[config.mk]
export PLATFORM = sky130hd
export DESIGN_NAME = wdt_trap
export DESIGN_NICKNAME = d
export VERILOG_FILES = /design/src/common/wdt_pkg.sv /design/src/rtl/wdt_pulse_stretch.sv /design/src/rtl/wdt_trap.sv
export SDC_FILE = /design/constraint.sdc
export NUM_CORES = 1
export LEC_CHECK = 0
export ABC_CLOCK_PERIOD_IN_PS = 9100
export BUFFER_PORTS_ARGS = -buffer_cell sky130_fd_sc_hd__buf_4
export CORE_MARGIN = 10
export CORE_UTILIZATION = 45
export DETAILED_ROUTE_END_ITERATION = 10
export PLACE_DENSITY = 0.66
export SLEW_MARGIN = 25
export SYNTH_ARGS = -nofsm -noshare
export SYNTH_HDL_FRONTEND = slang
export SYNTH_HIERARCHICAL = 1
export SYNTH_SLANG_ARGS = --single-unit
export TNS_END_PERCENT = 50
[constraint.sdc]
create_clock -name clock -period 9.1 [get_ports clock]
set_input_delay 1.365 -clock clock [delete_from_list [all_inputs] [get_ports clock]]
set_output_delay 1.365 -clock clock [all_outputs]
set_load 0.02 [all_outputs]
[src/common/wdt_pkg.sv]
/*
  watchdog and address-trap constants: register offsets, control codes,
  field positions, reset values and timing counts.
  assumes a 250 MHz system clock and a 32-bit apb register bus.
*/
package wdt_pkg;
  // register byte offsets on apb
  localparam logic [7:0] cfg_offset       = 8'h00;
  localparam logic [7:0] code_offset      = 8'h04;
  localparam logic [7:0] status_offset    = 8'h08;
  localparam logic [7:0] fetch_offset     = 8'h0C;
  // control codes written to watchdog_control_code
  localparam logic [7:0] trap_arm_code    = 8'hD2;
  localparam logic [7:0] clear_code       = 8'h4E;
  localparam logic [7:0] disable_code     = 8'hB1;
  // watchdog_config_reg field positions
  localparam int         out_sel_pos      = 0;
  localparam int         time_lsb_pos     = 1;
  localparam int         enable_pos       = 3;
  localparam int         trap_resp_pos    = 4;
  localparam int         ram_trap_pos     = 5;
  localparam int         div_src_pos      = 6;
  localparam int         slow_mode_pos    = 7;
  // watchdog_config_reg reset value (enable=1, time=00, output=reset)
  localparam logic [7:0] cfg_reset        = 8'h39;
  // overflow exponents for detection code 00, fast and slow clock
  localparam int         fast_exp_00      = 25;
  localparam int         slow_exp_00      = 17;
  // prescaler taps: period splits into divider and 2-stage binary counter
  localparam int         binary_bits      = 2;
  // reset pulse length in fast-clock periods, at most
  localparam int         reset_fc_periods = 24;
  localparam int         fc_mhz           = 16;
  localparam int         clk_mhz          = 250;
  // longest reset time in ns, rounded down to whole clocks
  localparam int         reset_ns         = reset_fc_periods * 1000 / fc_mhz;
  localparam int         reset_cycles     = reset_ns * clk_mhz / 1000;
  // address areas
  localparam logic [15:0] sfr_base        = 16'h0000;
  localparam logic [15:0] sfr_last        = 16'h003F;
  localparam logic [15:0] ram_base        = 16'h0040;
  localparam logic [15:0] ram_last        = 16'h023F;
  localparam logic [15:0] dbg_base        = 16'h0F80;
  localparam logic [15:0] dbg_last        = 16'h0FFF;
endpackage : wdt_pkg

[src/rtl/wdt_pulse_stretch.sv]
/*
  holds a request output high for a fixed number of clocks after a trigger.
  assumes trigger is synchronous to clock.
*/
`timescale 1ns/10ps
`default_nettype none
module wdt_pulse_stretch #(
  parameter int LENGTH = 4
) (
  // clock and reset
  input  wire logic clock,
  input  wire logic nrst,
  // trigger and stretched output
  input  wire logic trigger,
  output logic      active
);
  logic [15:0] count_q;

  // count down from length on trigger; retrigger restarts
  always_ff @(posedge clock)
  begin
    if (!nrst)
      count_q <= 16'h0000;
    else if (trigger)
      count_q <= 16'(LENGTH);
    else if (count_q != 16'h0000)
      count_q <= count_q - 16'h0001;
  end

  assign active = (count_q != 16'h0000);
endmodule : wdt_pulse_stretch
`default_nettype wire

[src/rtl/wdt_trap.sv]
/*
  watchdog timer with protected disable and address-trap monitor,
  software reaches it over apb; cpu fetch address arrives each cycle.
  assumes fetch and mode inputs are synchronous to clock and that the
  interrupt controller takes single-cycle nmi pulses without masking.
*/
// Our own choices: the register offsets and the APB interface to the registers.
// Operation
// (RULE1) software disables by: clear master enable, clear code, enable off, disable code
// (RULE2) counter stages held at zero while watchdog disabled
// (RULE3) detection field picks overflow period 2^25,2^23,2^21,2^19 fast clocks
// (RULE4) overflow with output select 0 raises watchdog interrupt
// (RULE5) watchdog interrupt is non-maskable
// (RULE6) new watchdog interrupt nests at once over any serviced one
// (RULE7) software loads stack pointer before choosing interrupt response
// (RULE8) overflow with output select 1 resets hardware, at most 24 fast clocks
// (RULE9) code register: D2 arms trap select, 4E clears, B1 disables
// (RULE10) new ram-trap select takes effect only after D2 written
// (RULE11) fetch from sfr or debug area always traps
// (RULE12) trap response bit picks interrupt or reset
// (RULE13) response 0: trap interrupt; ram trapped only when select is 1
// (RULE14) trap interrupt non-maskable and nests immediately
// (RULE15) response 1: trapped fetch resets hardware, at most 24 fast clocks
// (RULE16) software sets stack pointer before enabling trap interrupts
// (RULE17) disable code acts only while enable bit is already 0
// (RULE18) output select once cleared stays 0 until reset
// (RULE19) clear code resets binary counter only, prescaler keeps running
// (RULE20) each interrupt request is a single-cycle pulse
`timescale 1ns/10ps
`default_nettype none
module wdt_trap #(
  parameter int FC_DIV = 16 // system clocks per fast-clock period
) (
  // clock and reset
  input  wire logic        clock,
  input  wire logic        nrst,
  // apb slave
  input  wire logic        psel,
  input  wire logic        penable,
  input  wire logic        pwrite,
  input  wire logic [7:0]  paddr,
  input  wire logic [31:0] pwdata,
  output logic [31:0]      prdata,
  output logic             pready,
  output logic             pslverr,
  // cpu fetch monitor
  input  wire logic        fetch_valid,
  input  wire logic [15:0] fetch_addr,
  // operating mode from clock controller
  input  wire logic        slow_mode,
  input  wire logic        counting_hold,
  // requests to interrupt and reset controller
  output logic             watchdog_irq,
  output logic             address_trap_irq,
  output logic             reset_request,
  output logic             fast_osc_restart
);
  localparam int DIV_W = 32;

  logic              wr_en;
  logic              rd_en;
  logic              enable_bit_q;
  logic              output_select_bit_q;
  logic [1:0]        detection_time_field_q;
  logic              trap_response_bit_q;
  logic              ram_trap_pending_q;
  logic              ram_trap_select_bit_q;
  logic              divider_source_select_q;
  logic              wdt_on_q;
  logic [DIV_W-1:0]  fc_cnt_q;
  logic              fc_tick;
  logic [DIV_W-1:0]  prescale_q;
  logic [DIV_W-1:0]  prescale_d;
  logic [1:0]        binary_q;
  logic              stage_tick;
  logic              overflow;
  logic              trap_hit;
  logic              in_sfr;
  logic              in_ram;
  logic              in_dbg;
  logic              reset_trigger;
  logic              reset_active;
  logic [7:0]        code;
  logic [7:0]        cfg;
  logic [15:0]       last_trap_addr_q;
  logic              wdt_event_q;
  logic              trap_event_q;
  logic              osc_slow_q;
  int                stage_exp;

  // apb decode: zero-wait writes and reads
  assign wr_en   = psel && penable && pwrite;
  assign rd_en   = psel && !penable && !pwrite;
  assign pready  = 1'b1;
  assign code    = pwdata[7:0];
  assign cfg     = pwdata[7:0];
  assign pslverr = psel && penable
                   && paddr != wdt_pkg::cfg_offset
                   && paddr != wdt_pkg::code_offset
                   && paddr != wdt_pkg::status_offset
                   && paddr != wdt_pkg::fetch_offset;

  // configuration register fields
  always_ff @(posedge clock)
  begin
    if (!nrst)
    begin
      enable_bit_q           <= 1'b1;
      output_select_bit_q    <= 1'b1;
      detection_time_field_q <= 2'b00;
      trap_response_bit_q    <= 1'b1;
      ram_trap_pending_q     <= 1'b1;
      divider_source_select_q <= 1'b0;
    end
    else if (wr_en && paddr == wdt_pkg::cfg_offset)
    begin
      enable_bit_q           <= cfg[wdt_pkg::enable_pos];
      detection_time_field_q <= cfg[wdt_pkg::time_lsb_pos +: 2]; // RULE3
      // once cleared the output select cannot return to reset
      output_select_bit_q    <= output_select_bit_q
                                && cfg[wdt_pkg::out_sel_pos]; // RULE18
      trap_response_bit_q    <= cfg[wdt_pkg::trap_resp_pos]; // RULE12
      ram_trap_pending_q     <= cfg[wdt_pkg::ram_trap_pos];
      divider_source_select_q <= cfg[wdt_pkg::div_src_pos];
    end
  end

  // ram-trap select takes the staged value on the arm code
  always_ff @(posedge clock)
  begin
    if (!nrst)
      ram_trap_select_bit_q <= 1'b1;
    else if (wr_en && paddr == wdt_pkg::code_offset
             && code == wdt_pkg::trap_arm_code) // RULE9
      ram_trap_select_bit_q <= ram_trap_pending_q; // RULE10
  end

  // watchdog run state: disable code only honoured with enable bit low
  always_ff @(posedge clock)
  begin
    if (!nrst)
      wdt_on_q <= 1'b1;
    else if (enable_bit_q)
      wdt_on_q <= 1'b1;
    else if (wr_en && paddr == wdt_pkg::code_offset
             && code == wdt_pkg::disable_code) // RULE9 RULE17
      wdt_on_q <= 1'b0;
  end

  // fast-clock tick generator from system clock
  always_ff @(posedge clock)
  begin
    if (!nrst || fc_tick)
      fc_cnt_q <= '0;
    else
      fc_cnt_q <= fc_cnt_q + DIV_W'(1);
  end

  assign fc_tick = (fc_cnt_q == DIV_W'(FC_DIV - 1));

  // tap bit: full period minus the two binary-counter bits, minus one
  // more since a prescaler bit falls only once per two of its periods
  always_comb
  begin
    if (slow_mode || divider_source_select_q)
      stage_exp = wdt_pkg::slow_exp_00 - 2 * int'(detection_time_field_q)
                  - wdt_pkg::binary_bits - 1; // RULE3
    else
      stage_exp = wdt_pkg::fast_exp_00 - 2 * int'(detection_time_field_q)
                  - wdt_pkg::binary_bits - 1; // RULE3
  end

  // prescaler runs unless counting_hold is high and is not cleared by the clear code
  always_comb
  begin
    prescale_d = prescale_q;
    if (fc_tick && !counting_hold)
      prescale_d = prescale_q + DIV_W'(1);
  end

  always_ff @(posedge clock)
  begin
    if (!nrst)
      prescale_q <= '0;
    else
      prescale_q <= prescale_d; // RULE19
  end

  // stage carry each time the tap bit falls, every 2^(stage_exp+1) ticks
  assign stage_tick = fc_tick && !counting_hold
                      && (prescale_d[stage_exp[4:0]]
                          != prescale_q[stage_exp[4:0]])
                      && !prescale_d[stage_exp[4:0]];

  // two-stage binary counter
  always_ff @(posedge clock)
  begin
    if (!nrst)
      binary_q <= 2'b00;
    else if (!wdt_on_q)
      binary_q <= 2'b00; // RULE2
    else if (wr_en && paddr == wdt_pkg::code_offset
             && code == wdt_pkg::clear_code)
      binary_q <= 2'b00; // RULE9 RULE19
    else if (stage_tick)
      binary_q <= binary_q + 2'b01;
  end

  assign overflow = wdt_on_q && stage_tick && binary_q == 2'b11;

  // address trap areas
  assign in_sfr = fetch_addr >= wdt_pkg::sfr_base
                  && fetch_addr <= wdt_pkg::sfr_last;
  assign in_ram = fetch_addr >= wdt_pkg::ram_base
                  && fetch_addr <= wdt_pkg::ram_last;
  assign in_dbg = fetch_addr >= wdt_pkg::dbg_base
                  && fetch_addr <= wdt_pkg::dbg_last;
  assign trap_hit = fetch_valid
                    && (in_sfr || in_dbg // RULE11
                        || (in_ram && ram_trap_select_bit_q)); // RULE13

  // single-cycle non-maskable requests; nesting is up to the core
  always_ff @(posedge clock)
  begin
    if (!nrst)
    begin
      watchdog_irq     <= 1'b0;
      address_trap_irq <= 1'b0;
    end
    else
    begin
      watchdog_irq     <= overflow && !output_select_bit_q; // RULE4 RULE5 RULE6 RULE20
      address_trap_irq <= trap_hit && !trap_response_bit_q
                          && !reset_active; // RULE13 RULE14 RULE20
    end
  end

  // reset request, stretched to the documented length
  assign reset_trigger = (overflow && output_select_bit_q) // RULE8
                         || (trap_hit && trap_response_bit_q); // RULE15

  wdt_pulse_stretch #(
    .LENGTH (wdt_pkg::reset_cycles)
  ) u_reset_stretch (
    .clock   (clock),
    .nrst    (nrst),
    .trigger (reset_trigger),
    .active  (reset_active)
  );

  assign reset_request = reset_active; // RULE8 RULE15

  // remember whether the pending reset was taken in slow mode
  always_ff @(posedge clock)
  begin
    if (!nrst)
      osc_slow_q <= 1'b0;
    else if (reset_trigger)
      osc_slow_q <= slow_mode; // RULE8 RULE15
  end

  // restart stands with the reset request only if it was taken in slow mode, never past it
  assign fast_osc_restart = osc_slow_q && reset_active; // RULE8 RULE15

  // sticky event history and last trapped address for software
  always_ff @(posedge clock)
  begin
    if (!nrst)
    begin
      wdt_event_q      <= 1'b0;
      trap_event_q     <= 1'b0;
      last_trap_addr_q <= 16'h0000;
    end
    else
    begin
      if (overflow)
        wdt_event_q <= 1'b1;
      else if (wr_en && paddr == wdt_pkg::status_offset && pwdata[0])
        wdt_event_q <= 1'b0;
      if (trap_hit)
        trap_event_q <= 1'b1;
      else if (wr_en && paddr == wdt_pkg::status_offset && pwdata[1])
        trap_event_q <= 1'b0;
      if (trap_hit)
        last_trap_addr_q <= fetch_addr;
    end
  end

  // read data registered in the setup cycle; config and code read as zero
  always_ff @(posedge clock)
  begin
    if (!nrst)
      prdata <= 32'h0000_0000;
    else if (rd_en)
    begin
      case (paddr)
        wdt_pkg::status_offset:
          prdata <= {24'h00_0000, binary_q, ram_trap_select_bit_q,
                     output_select_bit_q, wdt_on_q, 1'b0,
                     trap_event_q, wdt_event_q};
        wdt_pkg::fetch_offset:
          prdata <= {16'h0000, last_trap_addr_q};
        default:
          prdata <= 32'h0000_0000;
      endcase
    end
  end
endmodule : wdt_trap
`default_nettype wire

Word-level counts from Yosys, hierarchy flattened. Cells that the tools add are included.

Input bits: 64. Logic and storage cells: 119. Flip-flop bits (word level): 144.

$add $sub $neg: 10. Mux-type cells: 13. Order comparisons: 7. Equality and inequality tests: 12. Bitwise gates (word level): 2. Reduce and logical (&&, ||, !) cells: 55.

Operators with widths (number): 32-bit by 1-bit adder with 32-bit output (second input constant) (2); 1-bit logical AND (33); 32-bit by 4-bit equality test with 1-bit output (second input constant) (1); 32-bit 2-to-1 mux (1); 16-bit one-hot mux with 2 select lines (1); 9-bit 2-to-1 mux (2); 8-bit by 4-bit equality test with 1-bit output (second input constant) (2); 8-bit equality test (second input constant) (2); 16-bit by 1-bit greater-or-equal comparator with 1-bit output (second input constant) (1); 16-bit by 12-bit greater-or-equal comparator with 1-bit output (second input constant) (1); 16-bit by 7-bit greater-or-equal comparator with 1-bit output (second input constant) (1); 16-bit by 10-bit less-or-equal comparator with 1-bit output (second input constant) (1); 16-bit by 12-bit less-or-equal comparator with 1-bit output (second input constant) (1); 16-bit by 6-bit less-or-equal comparator with 1-bit output (second input constant) (1); 8-bit by 4-bit != test with 1-bit output (second input constant) (2); 16-bit nonzero test (1); 16-bit by 1-bit subtractor with 16-bit output (second input constant) (1); 1-bit binary-select mux with 5-bit select (2); 5-bit by 2-bit subtractor with 5-bit output (second input constant) (2); 5-bit by 3-bit subtractor with 5-bit output (first input constant) (2); 5-bit by 3-bit subtractor with 5-bit output (second input constant) (2); 8-bit by 3-bit equality test with 1-bit output (second input constant) (1); 8-bit by 7-bit equality test with 1-bit output (second input constant) (1); 1-bit logical NOT (8); 14 further kinds (27).

Depth between registers and ports, before layout.
Depth in word-level cells: 14. Depth in mapped cells: 13.

Hierarchy. Netlist, hierarchy kept.

Modules (own cells, without submodules): wdt_trap (cells each 550, times used 1, area an instance 5071.1 um^2, seq. area each 2062.0 um^2); wdt_pulse_stretch (cells each 96, times used 1, area an instance 884.6 um^2, seq. area each 320.3 um^2).

Worst setup path after synthesis. Ideal clock, no wire load.

Path type: in2reg. Start: input counting_hold. End: register u_reset_stretch.count_q[9]. Stages: 10. Slack: 5272 ps. Setup time: 59 ps. Arrival: 3768 ps. Cell sequence: and4b_1 > nand4_4 > or4_4 > a21oi_4 > o32a_1 > o21ai_1 > clkbuf_1 > nand2b_1 > or4_1 > nand2_1.

Cells in the longest elaborated chain, start to end: 13. Elaborated cells on any way between the ends: 14.

Ends and longest elaborated chain: start: declaration (RTL line wdt_trap.sv:51) `input wire logic counting_hold,`; 1-bit logical NOT (*) (RTL line wdt_trap.sv:177, wdt_trap.sv:190); 1-bit logical AND (*) (RTL line wdt_trap.sv:177, wdt_trap.sv:190); 32-bit 2-to-1 mux (RTL line wdt_trap.sv:177) `if (fc_tick && !counting_hold)`; 1-bit binary-select mux with 5-bit select (RTL line wdt_trap.sv:191, wdt_trap.sv:193); 1-bit 2-to-1 mux (not written as such) (RTL line wdt_trap.sv:191, wdt_trap.sv:193); 1-bit != test (RTL line wdt_trap.sv:192) `!= prescale_q[stage_exp[4:0]])`; 1-bit logical AND (RTL line wdt_trap.sv:191) `&& (prescale_d[stage_exp[4:0]]`; 1-bit logical AND (*) (RTL line wdt_trap.sv:193) `&& !prescale_d[stage_exp[4:0]];`; 1-bit logical AND (*) (2 in series) (RTL line wdt_trap.sv:209) `assign overflow = wdt_on_q && stage_tick && binary_q == 2'b11;`; 1-bit logical AND (*) (RTL line wdt_trap.sv:239) `assign reset_trigger = (overflow && output_select_bit_q)`; 1-bit logical OR (*) (RTL line wdt_trap.sv:240) `|| (trap_hit && trap_response_bit_q);`; net reset_trigger (RTL line wdt_trap.sv:81) `logic reset_trigger;`; 2-bit OR reduction (no line) (*); end signal: assignment (RTL line wdt_pulse_stretch.sv:25) `count_q <= 16'(LENGTH);`; end signal: assignment (RTL line wdt_pulse_stretch.sv:27) `count_q <= count_q - 16'h0001;`; end: declaration (RTL line wdt_pulse_stretch.sv:17) `logic [15:0] count_q;`.

The timed path passes the listed nets; every way through them passes the cells marked *. The select of a mux whose other input is x is not followed. A chain may end at the register's enable or synchronous reset.

Final worst setup path.
Start: register fc_cnt_q[0]. End: register u_reset_stretch.count_q[9].

Cells in the longest elaborated chain, start to end: 13. Elaborated cells on any way between the ends: 14.

Ends and longest elaborated chain: start: declaration (RTL line wdt_trap.sv:70) `logic [DIV_W-1:0] fc_cnt_q;`; start signal: assignment (RTL line wdt_trap.sv:156) `fc_cnt_q <= fc_cnt_q + DIV_W'(1);`; 32-bit by 4-bit equality test with 1-bit output (*) (RTL line wdt_trap.sv:159) `assign fc_tick = (fc_cnt_q == DIV_W'(FC_DIV - 1));`; 1-bit logical AND (*) (RTL line wdt_trap.sv:177, wdt_trap.sv:190); 32-bit 2-to-1 mux (RTL line wdt_trap.sv:177); 1-bit binary-select mux with 5-bit select (RTL line wdt_trap.sv:191, wdt_trap.sv:193); 1-bit 2-to-1 mux (not written as such) (RTL line wdt_trap.sv:191, wdt_trap.sv:193); 1-bit != test (RTL line wdt_trap.sv:192); 1-bit logical AND (RTL line wdt_trap.sv:191); 1-bit logical AND (*) (RTL line wdt_trap.sv:193); 1-bit logical AND (*) (2 in series) (RTL line wdt_trap.sv:209); 1-bit logical AND (*) (RTL line wdt_trap.sv:239); 1-bit logical OR (*) (RTL line wdt_trap.sv:240); net reset_trigger (RTL line wdt_trap.sv:81); 2-bit OR reduction (no line) (*).

Marks and branches as above.

==> impl_results.html <==
<table>
<tr><th>Metric</th><th>Value</th></tr>
<tr><th colspan="2">Status</th></tr>
<tr><td>Result of the run</td><td>complete, no violations</td></tr>
<tr><th colspan="2">Critical path</th></tr>
<tr><td>Type of destination of the critical path</td><td>flip-flop</td></tr>
<tr><td>Worst-path maximum fanout</td><td>12</td></tr>
<tr><td>Critical path arrival</td><td>4.29 ns</td></tr>
<tr><td>Path length in cells of the critical path</td><td>11</td></tr>
<tr><td>Kind of critical path</td><td>flip-flop to flip-flop</td></tr>
<tr><td>Worst path max stage delay</td><td>0.67 ns</td></tr>
<tr><td>FF-to-FF End</td><td>u_reset_stretch/count_q[9]</td></tr>
<tr><td>Slowest stage cell, crit path</td><td>nand4_1</td></tr>
<tr><td>Crit Reg-Reg Startpoint</td><td>fc_cnt_q[0]</td></tr>
<tr><td>Worst reg2reg path depth</td><td>11</td></tr>
<tr><td>Critical Path Source Type</td><td>flip-flop</td></tr>
<tr><td>Worst path buffer plus inverter count</td><td>0</td></tr>
<tr><td>Required time of the critical path</td><td>9.47 ns</td></tr>
<tr><td>CP Cell Sequence</td><td>ha_1 -&gt; and3_1 -&gt; nand4_1 -&gt; nor3_1 -&gt; xnor2_1 -&gt; o211ai_1 -&gt; o32a_1 -&gt; o21ai_1 -&gt; nand2b_1 -&gt; or4_1 -&gt; nand2_1</td></tr>
<tr><td>Largest delay share family, worst path</td><td>simple AND/OR/NAND/NOR gates</td></tr>
<tr><td>R2R Setup Slk</td><td>5.17 ns</td></tr>
<tr><th colspan="2">Yosys</th></tr>
<tr><td>Adder-cell area share of the yosys netlist</td><td>0.008403</td></tr>
<tr><td>Main flop type after synthesis</td><td>dfxtp_1</td></tr>
<tr><td>Sequential element share of the synthesized area</td><td>0.4000</td></tr>
<tr><td>Count of distinct cell types in the synthesized netlist</td><td>70</td></tr>
<tr><td>Avg Inst Size Synth</td><td>9.219 µm²</td></tr>
<tr><td>Synth Area in XOR/XNOR</td><td>0.07794</td></tr>
<tr><td>Area fraction in and, or, nand and nor cells after synthesis</td><td>0.3023</td></tr>
<tr><td>Combinational family with the most area after synthesis</td><td>simple AND/OR/NAND/NOR gates</td></tr>
<tr><td>Area share of the largest cell type after synthesis</td><td>0.4000</td></tr>
<tr><td>Number of cells produced by synthesis</td><td>646</td></tr>
<tr><td>Complex-gate fraction of the synthesized area</td><td>0.09958</td></tr>
<tr><td>Post-synth EDFFs</td><td>0</td></tr>
<tr><td>Dominant cells by area after synthesis</td><td>dfxtp_1 (40%), xor2_1 (5.0%), mux2i_1 (4.4%), nor2b_1 (4.3%), nor2_1 (3.6%)</td></tr>
<tr><td>Syn. warnings</td><td>6</td></tr>
<tr><td>Most area-hungry cell type in the Yosys netlist</td><td>dfxtp_1</td></tr>
<tr><td>Number of register bits inferred by synthesis</td><td>119</td></tr>
<tr><td>Mux share of post-synthesis cell area</td><td>0.06261</td></tr>
<tr><td>Synth async-reset ratio</td><td>0</td></tr>
<tr><td>Post-Syn Area</td><td>5956 µm²</td></tr>
<tr><th colspan="2">STA</th></tr>
<tr><td>Count of final hold-check violations</td><td>0</td></tr>
<tr><td>Worst-margin pin slew</td><td>0.8626 ns</td></tr>
<tr><td>Worst slew slack as a fraction of its limit</td><td>0.4232</td></tr>
<tr><td>Maximum clock skew at final layout</td><td>roughly 0.0089 ns</td></tr>
<tr><td>Unrepaired setup endpoints after global routing</td><td>no</td></tr>
<tr><td>Crit share post-route</td><td>0.4315</td></tr>
<tr><td>Clock period minus final worst setup slack</td><td>3.927 ns</td></tr>
<tr><td>Fmax</td><td>0.2547 GHz</td></tr>
<tr><td>Post-route setup TNS</td><td>0 ns</td></tr>
<tr><td>Number of max-slew violations in the final report</td><td>0</td></tr>
<tr><td>Finish-stage setup viols</td><td>0</td></tr>
<tr><th colspan="2">Power</th></tr>
<tr><td>Pwr Total</td><td>0.001491 W</td></tr>
<tr><td>Fraction of power consumed by the clock network</td><td>0.430</td></tr>
<tr><td>Power per cell area</td><td>approximately 210 nW/µm²</td></tr>
<tr><td>Internal power summed over all cells</td><td>0.001058 W</td></tr>
<tr><td>Sequential fraction of design power</td><td>0.398</td></tr>
<tr><td>Switching power of the nets</td><td>0.0004332 W</td></tr>
<tr><td>Leakage power figure</td><td>2.619 nW</td></tr>
<tr><td>Worst supply voltage drop on vdd</td><td>0.1463 mV</td></tr>
<tr><td>Share of total power in combinational logic</td><td>0.172</td></tr>
<tr><td>Switching share of total power</td><td>0.2905</td></tr>
<tr><th colspan="2">Detailed routing</th></tr>
<tr><td>Number of vias after detailed routing</td><td>around 4,700</td></tr>
<tr><td>Post-route DRC</td><td>0</td></tr>
<tr><td>Final ANT Viol Nets</td><td>0</td></tr>
<tr><td>Number of optimization iterations in the first detailed-route pass</td><td>4</td></tr>
<tr><td>Wire per inst</td><td>15.19 µm</td></tr>
<tr><td>Via-per-instance ratio</td><td>roughly 5.4</td></tr>
<tr><td>Violation count after the first detailed-route iteration</td><td>around 250</td></tr>
<tr><td>Post-Route WL</td><td>13,450 µm</td></tr>
<tr><th colspan="2">Hold path</th></tr>
<tr><td>Hold path depth</td><td>2</td></tr>
<tr><td>Startpoint of the tightest hold check path</td><td>osc_slow_q</td></tr>
<tr><td>HP Class</td><td>flip-flop to flip-flop</td></tr>
<tr><td>Worst Hold End</td><td>osc_slow_q</td></tr>
<tr><th colspan="2">Floorplan</th></tr>
<tr><td>DIE WIDTH</td><td>135.0 µm</td></tr>
<tr><td>Effective utilization at floorplan</td><td>0.4663</td></tr>
<tr><td>Full die area</td><td>18,240 µm²</td></tr>
<tr><td>Chip Height</td><td>approximately 140 µm</td></tr>
<tr><td>Number of ports placed on the die boundary</td><td>102</td></tr>
<tr><td>Num rows</td><td>between 40 and 50</td></tr>
<tr><td>Core Box Area</td><td>approximately 13,000 µm²</td></tr>
<tr><th colspan="2">Clock tree</th></tr>
<tr><td>Number of buffers inserted during clock tree synthesis</td><td>17</td></tr>
<tr><td>CTS H-tree depth</td><td>4</td></tr>
<tr><td>Library cell used as clock root buffer</td><td>clkbuf_16</td></tr>
<tr><td>Clk_lat worst skew</td><td>0.42 ns</td></tr>
<tr><td>Resize count post-CTS</td><td>0</td></tr>
<tr><td>Clock tree from TritonCTS</td><td>built</td></tr>
<tr><td>Number of buffers added for setup after CTS</td><td>0</td></tr>
<tr><td>Clock transition at the register clock pins on the worst setup and hold paths after CTS</td><td>0.06 ns</td></tr>
<tr><td>Hold-fix buffer count after cts</td><td>0</td></tr>
<tr><td>Maximum clock insertion buffer count</td><td>2</td></tr>
<tr><td>Sink Count</td><td>119</td></tr>
<tr><th colspan="2">Layout</th></tr>
<tr><td>Fraction of layout instances using a drive strength above 1</td><td>0.1865</td></tr>
<tr><td>Filler-free cell count of the finished design</td><td>~890</td></tr>
<tr><td>Layout Area Growth over Synthesis</td><td>17.92%</td></tr>
<tr><td>Number of nets in the finished design</td><td>between 700 and 800</td></tr>
<tr><td>Ant diodes</td><td>0</td></tr>
<tr><th colspan="2">Global route</th></tr>
<tr><td>Maximum number of pins on one net before global-route repair</td><td>80</td></tr>
<tr><td>Overall overflow remaining after global route</td><td>0</td></tr>
<tr><td>Number of global-route vias before repair</td><td>4,733</td></tr>
<tr><td>First-pass GRT wire length</td><td>22,470 µm</td></tr>
<tr><td>GRT Resource Usage Total</td><td>0.1496</td></tr>
<tr><td>Antenna violations before repair</td><td>0</td></tr>
<tr><th colspan="2">Place</th></tr>
<tr><td>Count of buffers from port buffering</td><td>60</td></tr>
<tr><td>Post-placement cell count</td><td>between 800 and 900</td></tr>
<tr><td>Dpl hpwl</td><td>around 9600 µm</td></tr>
<tr><td>Last weighted congestion value of the routability-driven placer</td><td>0.8778</td></tr>
<tr><th colspan="2">Flow run</th></tr>
<tr><td>Max-cap violations</td><td>0</td></tr>
</table>
-- kinds of logic (layout without fill, tap and decap cells) --
logic type,count (synthesis),after routing
flops,119,119
fa+ha+maj,4,4
compound gates,78,78
mux,34,34
simple gates,304,304
buf+inv,52,104
xor+xnor,53,53
other cells,2,17
-- power groups by stage --
stage / combinational, W / clock [W] / sequential [W]
2_1_floorplan: 0.000213 / 0 / 0.000592
3_3_place_gp: 0.000249 / 0 / 0.000601
3_5_place_dp: 0.000254 / 0 / 0.000603
4_1_cts: 0.000256 / 0.000654 / 0.000592
5_1_grt: 0.000284 / 0.000679 / 0.000597
6_report: 0.000257 / 0.000641 / 0.000593
-- synthesized netlist by cell type, drive strengths merged, types with 2 or more instances --
cell,number
or2,4
nand2,44
mux2i,26
or3,5
o21ai,10
dfxtp,119
nor4,22
a31oi,5
nor3,17
nand4,19
a22oi,16
xor2,34
or3b,2
o31a,5
nor2,58
nand2b,4
a21oi,12
nor2b,41
conb,2
a211oi,2
o41ai,2
or4,6
mux2,6
o211ai,4
and3,15
xnor2,19
ha,4
inv,11
mux4,2
nand3,27
and2,25
o21a,5
a21boi,3
nor4bb,3
o31ai,4
nor3b,4
buf,21
clkbuf,20
and4,5
-- state kept, by name, summed over array words and instances, names as in the netlist, 2 cells and up --
signal,count
u_reset_stretch/count_q,16
detection_time_field_q,2
binary_q,2
prdata,16
fc_cnt_q,32
prescale_q,23
last_trap_addr_q,16
-- routing by layer --
layer	up-vias	global-route usage	wire length, µm
met5	-	0	0
li1	2377	-	-
met2	110	0.2424	6274
met4	0	0.05024	138
met3	15	0.05490	903
met1	2240	0.1790	6130
-- area by class of cell --
type / count / area (µm²)
fillers: 1183 / 5751
multi-input cells: 490 / 3347
flip-flops and latches: 119 / 2382
repair buffers: 61 / 457.9
clock buffers: 19 / 452.9
well taps: 172 / 215.2
clock inverters: 13 / 123.9
inverters: 11 / 43.79
-- cells in the final DEF, fill, tap and decap left out, drive strengths merged, types with 6 or more instances in the layout --
master,n
a21oi,12
a22oi,16
and2,25
and3,15
buf,61
clkbuf,19
conb,17
dfxtp,119
inv,13
mux2,6
mux2i,26
nand2,44
nand3,27
nand4,19
nor2,58
nor2b,41
nor3,17
nor4,22
o21ai,10
or4,6
xnor2,19
xor2,34
-- worst max path at each step --
stage                              from                          to  slack [ns]
final                       fc_cnt_q[0]  u_reset_stretch/count_q[9]        5.17
after global routing       fc_cnt_q[28]  u_reset_stretch/count_q[9]        4.84
after CTS                  fc_cnt_q[28]  u_reset_stretch/count_q[9]        5.14
after detailed placement  counting_hold  u_reset_stretch/count_q[9]        4.78
after global placement    counting_hold  u_reset_stretch/count_q[9]        4.80
after floorplan           counting_hold  u_reset_stretch/count_q[9]        5.27
-- worst register-to-register path, cell delays in order (launching register included) --
cell,delay [ns]
dfxtp_1,0.37
ha_1,0.23
and3_1,0.21
nand4_1,0.67
nor3_1,0.64
xnor2_1,0.15
o211ai_1,0.23
o32a_1,0.23
o21ai_1,0.25
nand2b_1,0.32
or4_1,0.51
nand2_1,0.07
-- stage by stage --
step / util / worst slack [ns] / hold slack, ns / cell area, µm²
after global routing: 0.5498 / 4.839 / 0.4694 / 7023
after global placement: 0.5045 / 4.800 / 0.4315 / 6444
final: 0.5498 / 5.173 / 0.4609 / 7023
after detailed placement: 0.5045 / 4.781 / 0.4495 / 6444
after CTS: 0.5496 / 5.141 / 0.4634 / 7020
after floorplan: - / 5.273 / 0.4216 / 6012
(Power assumes the default switching activity.)
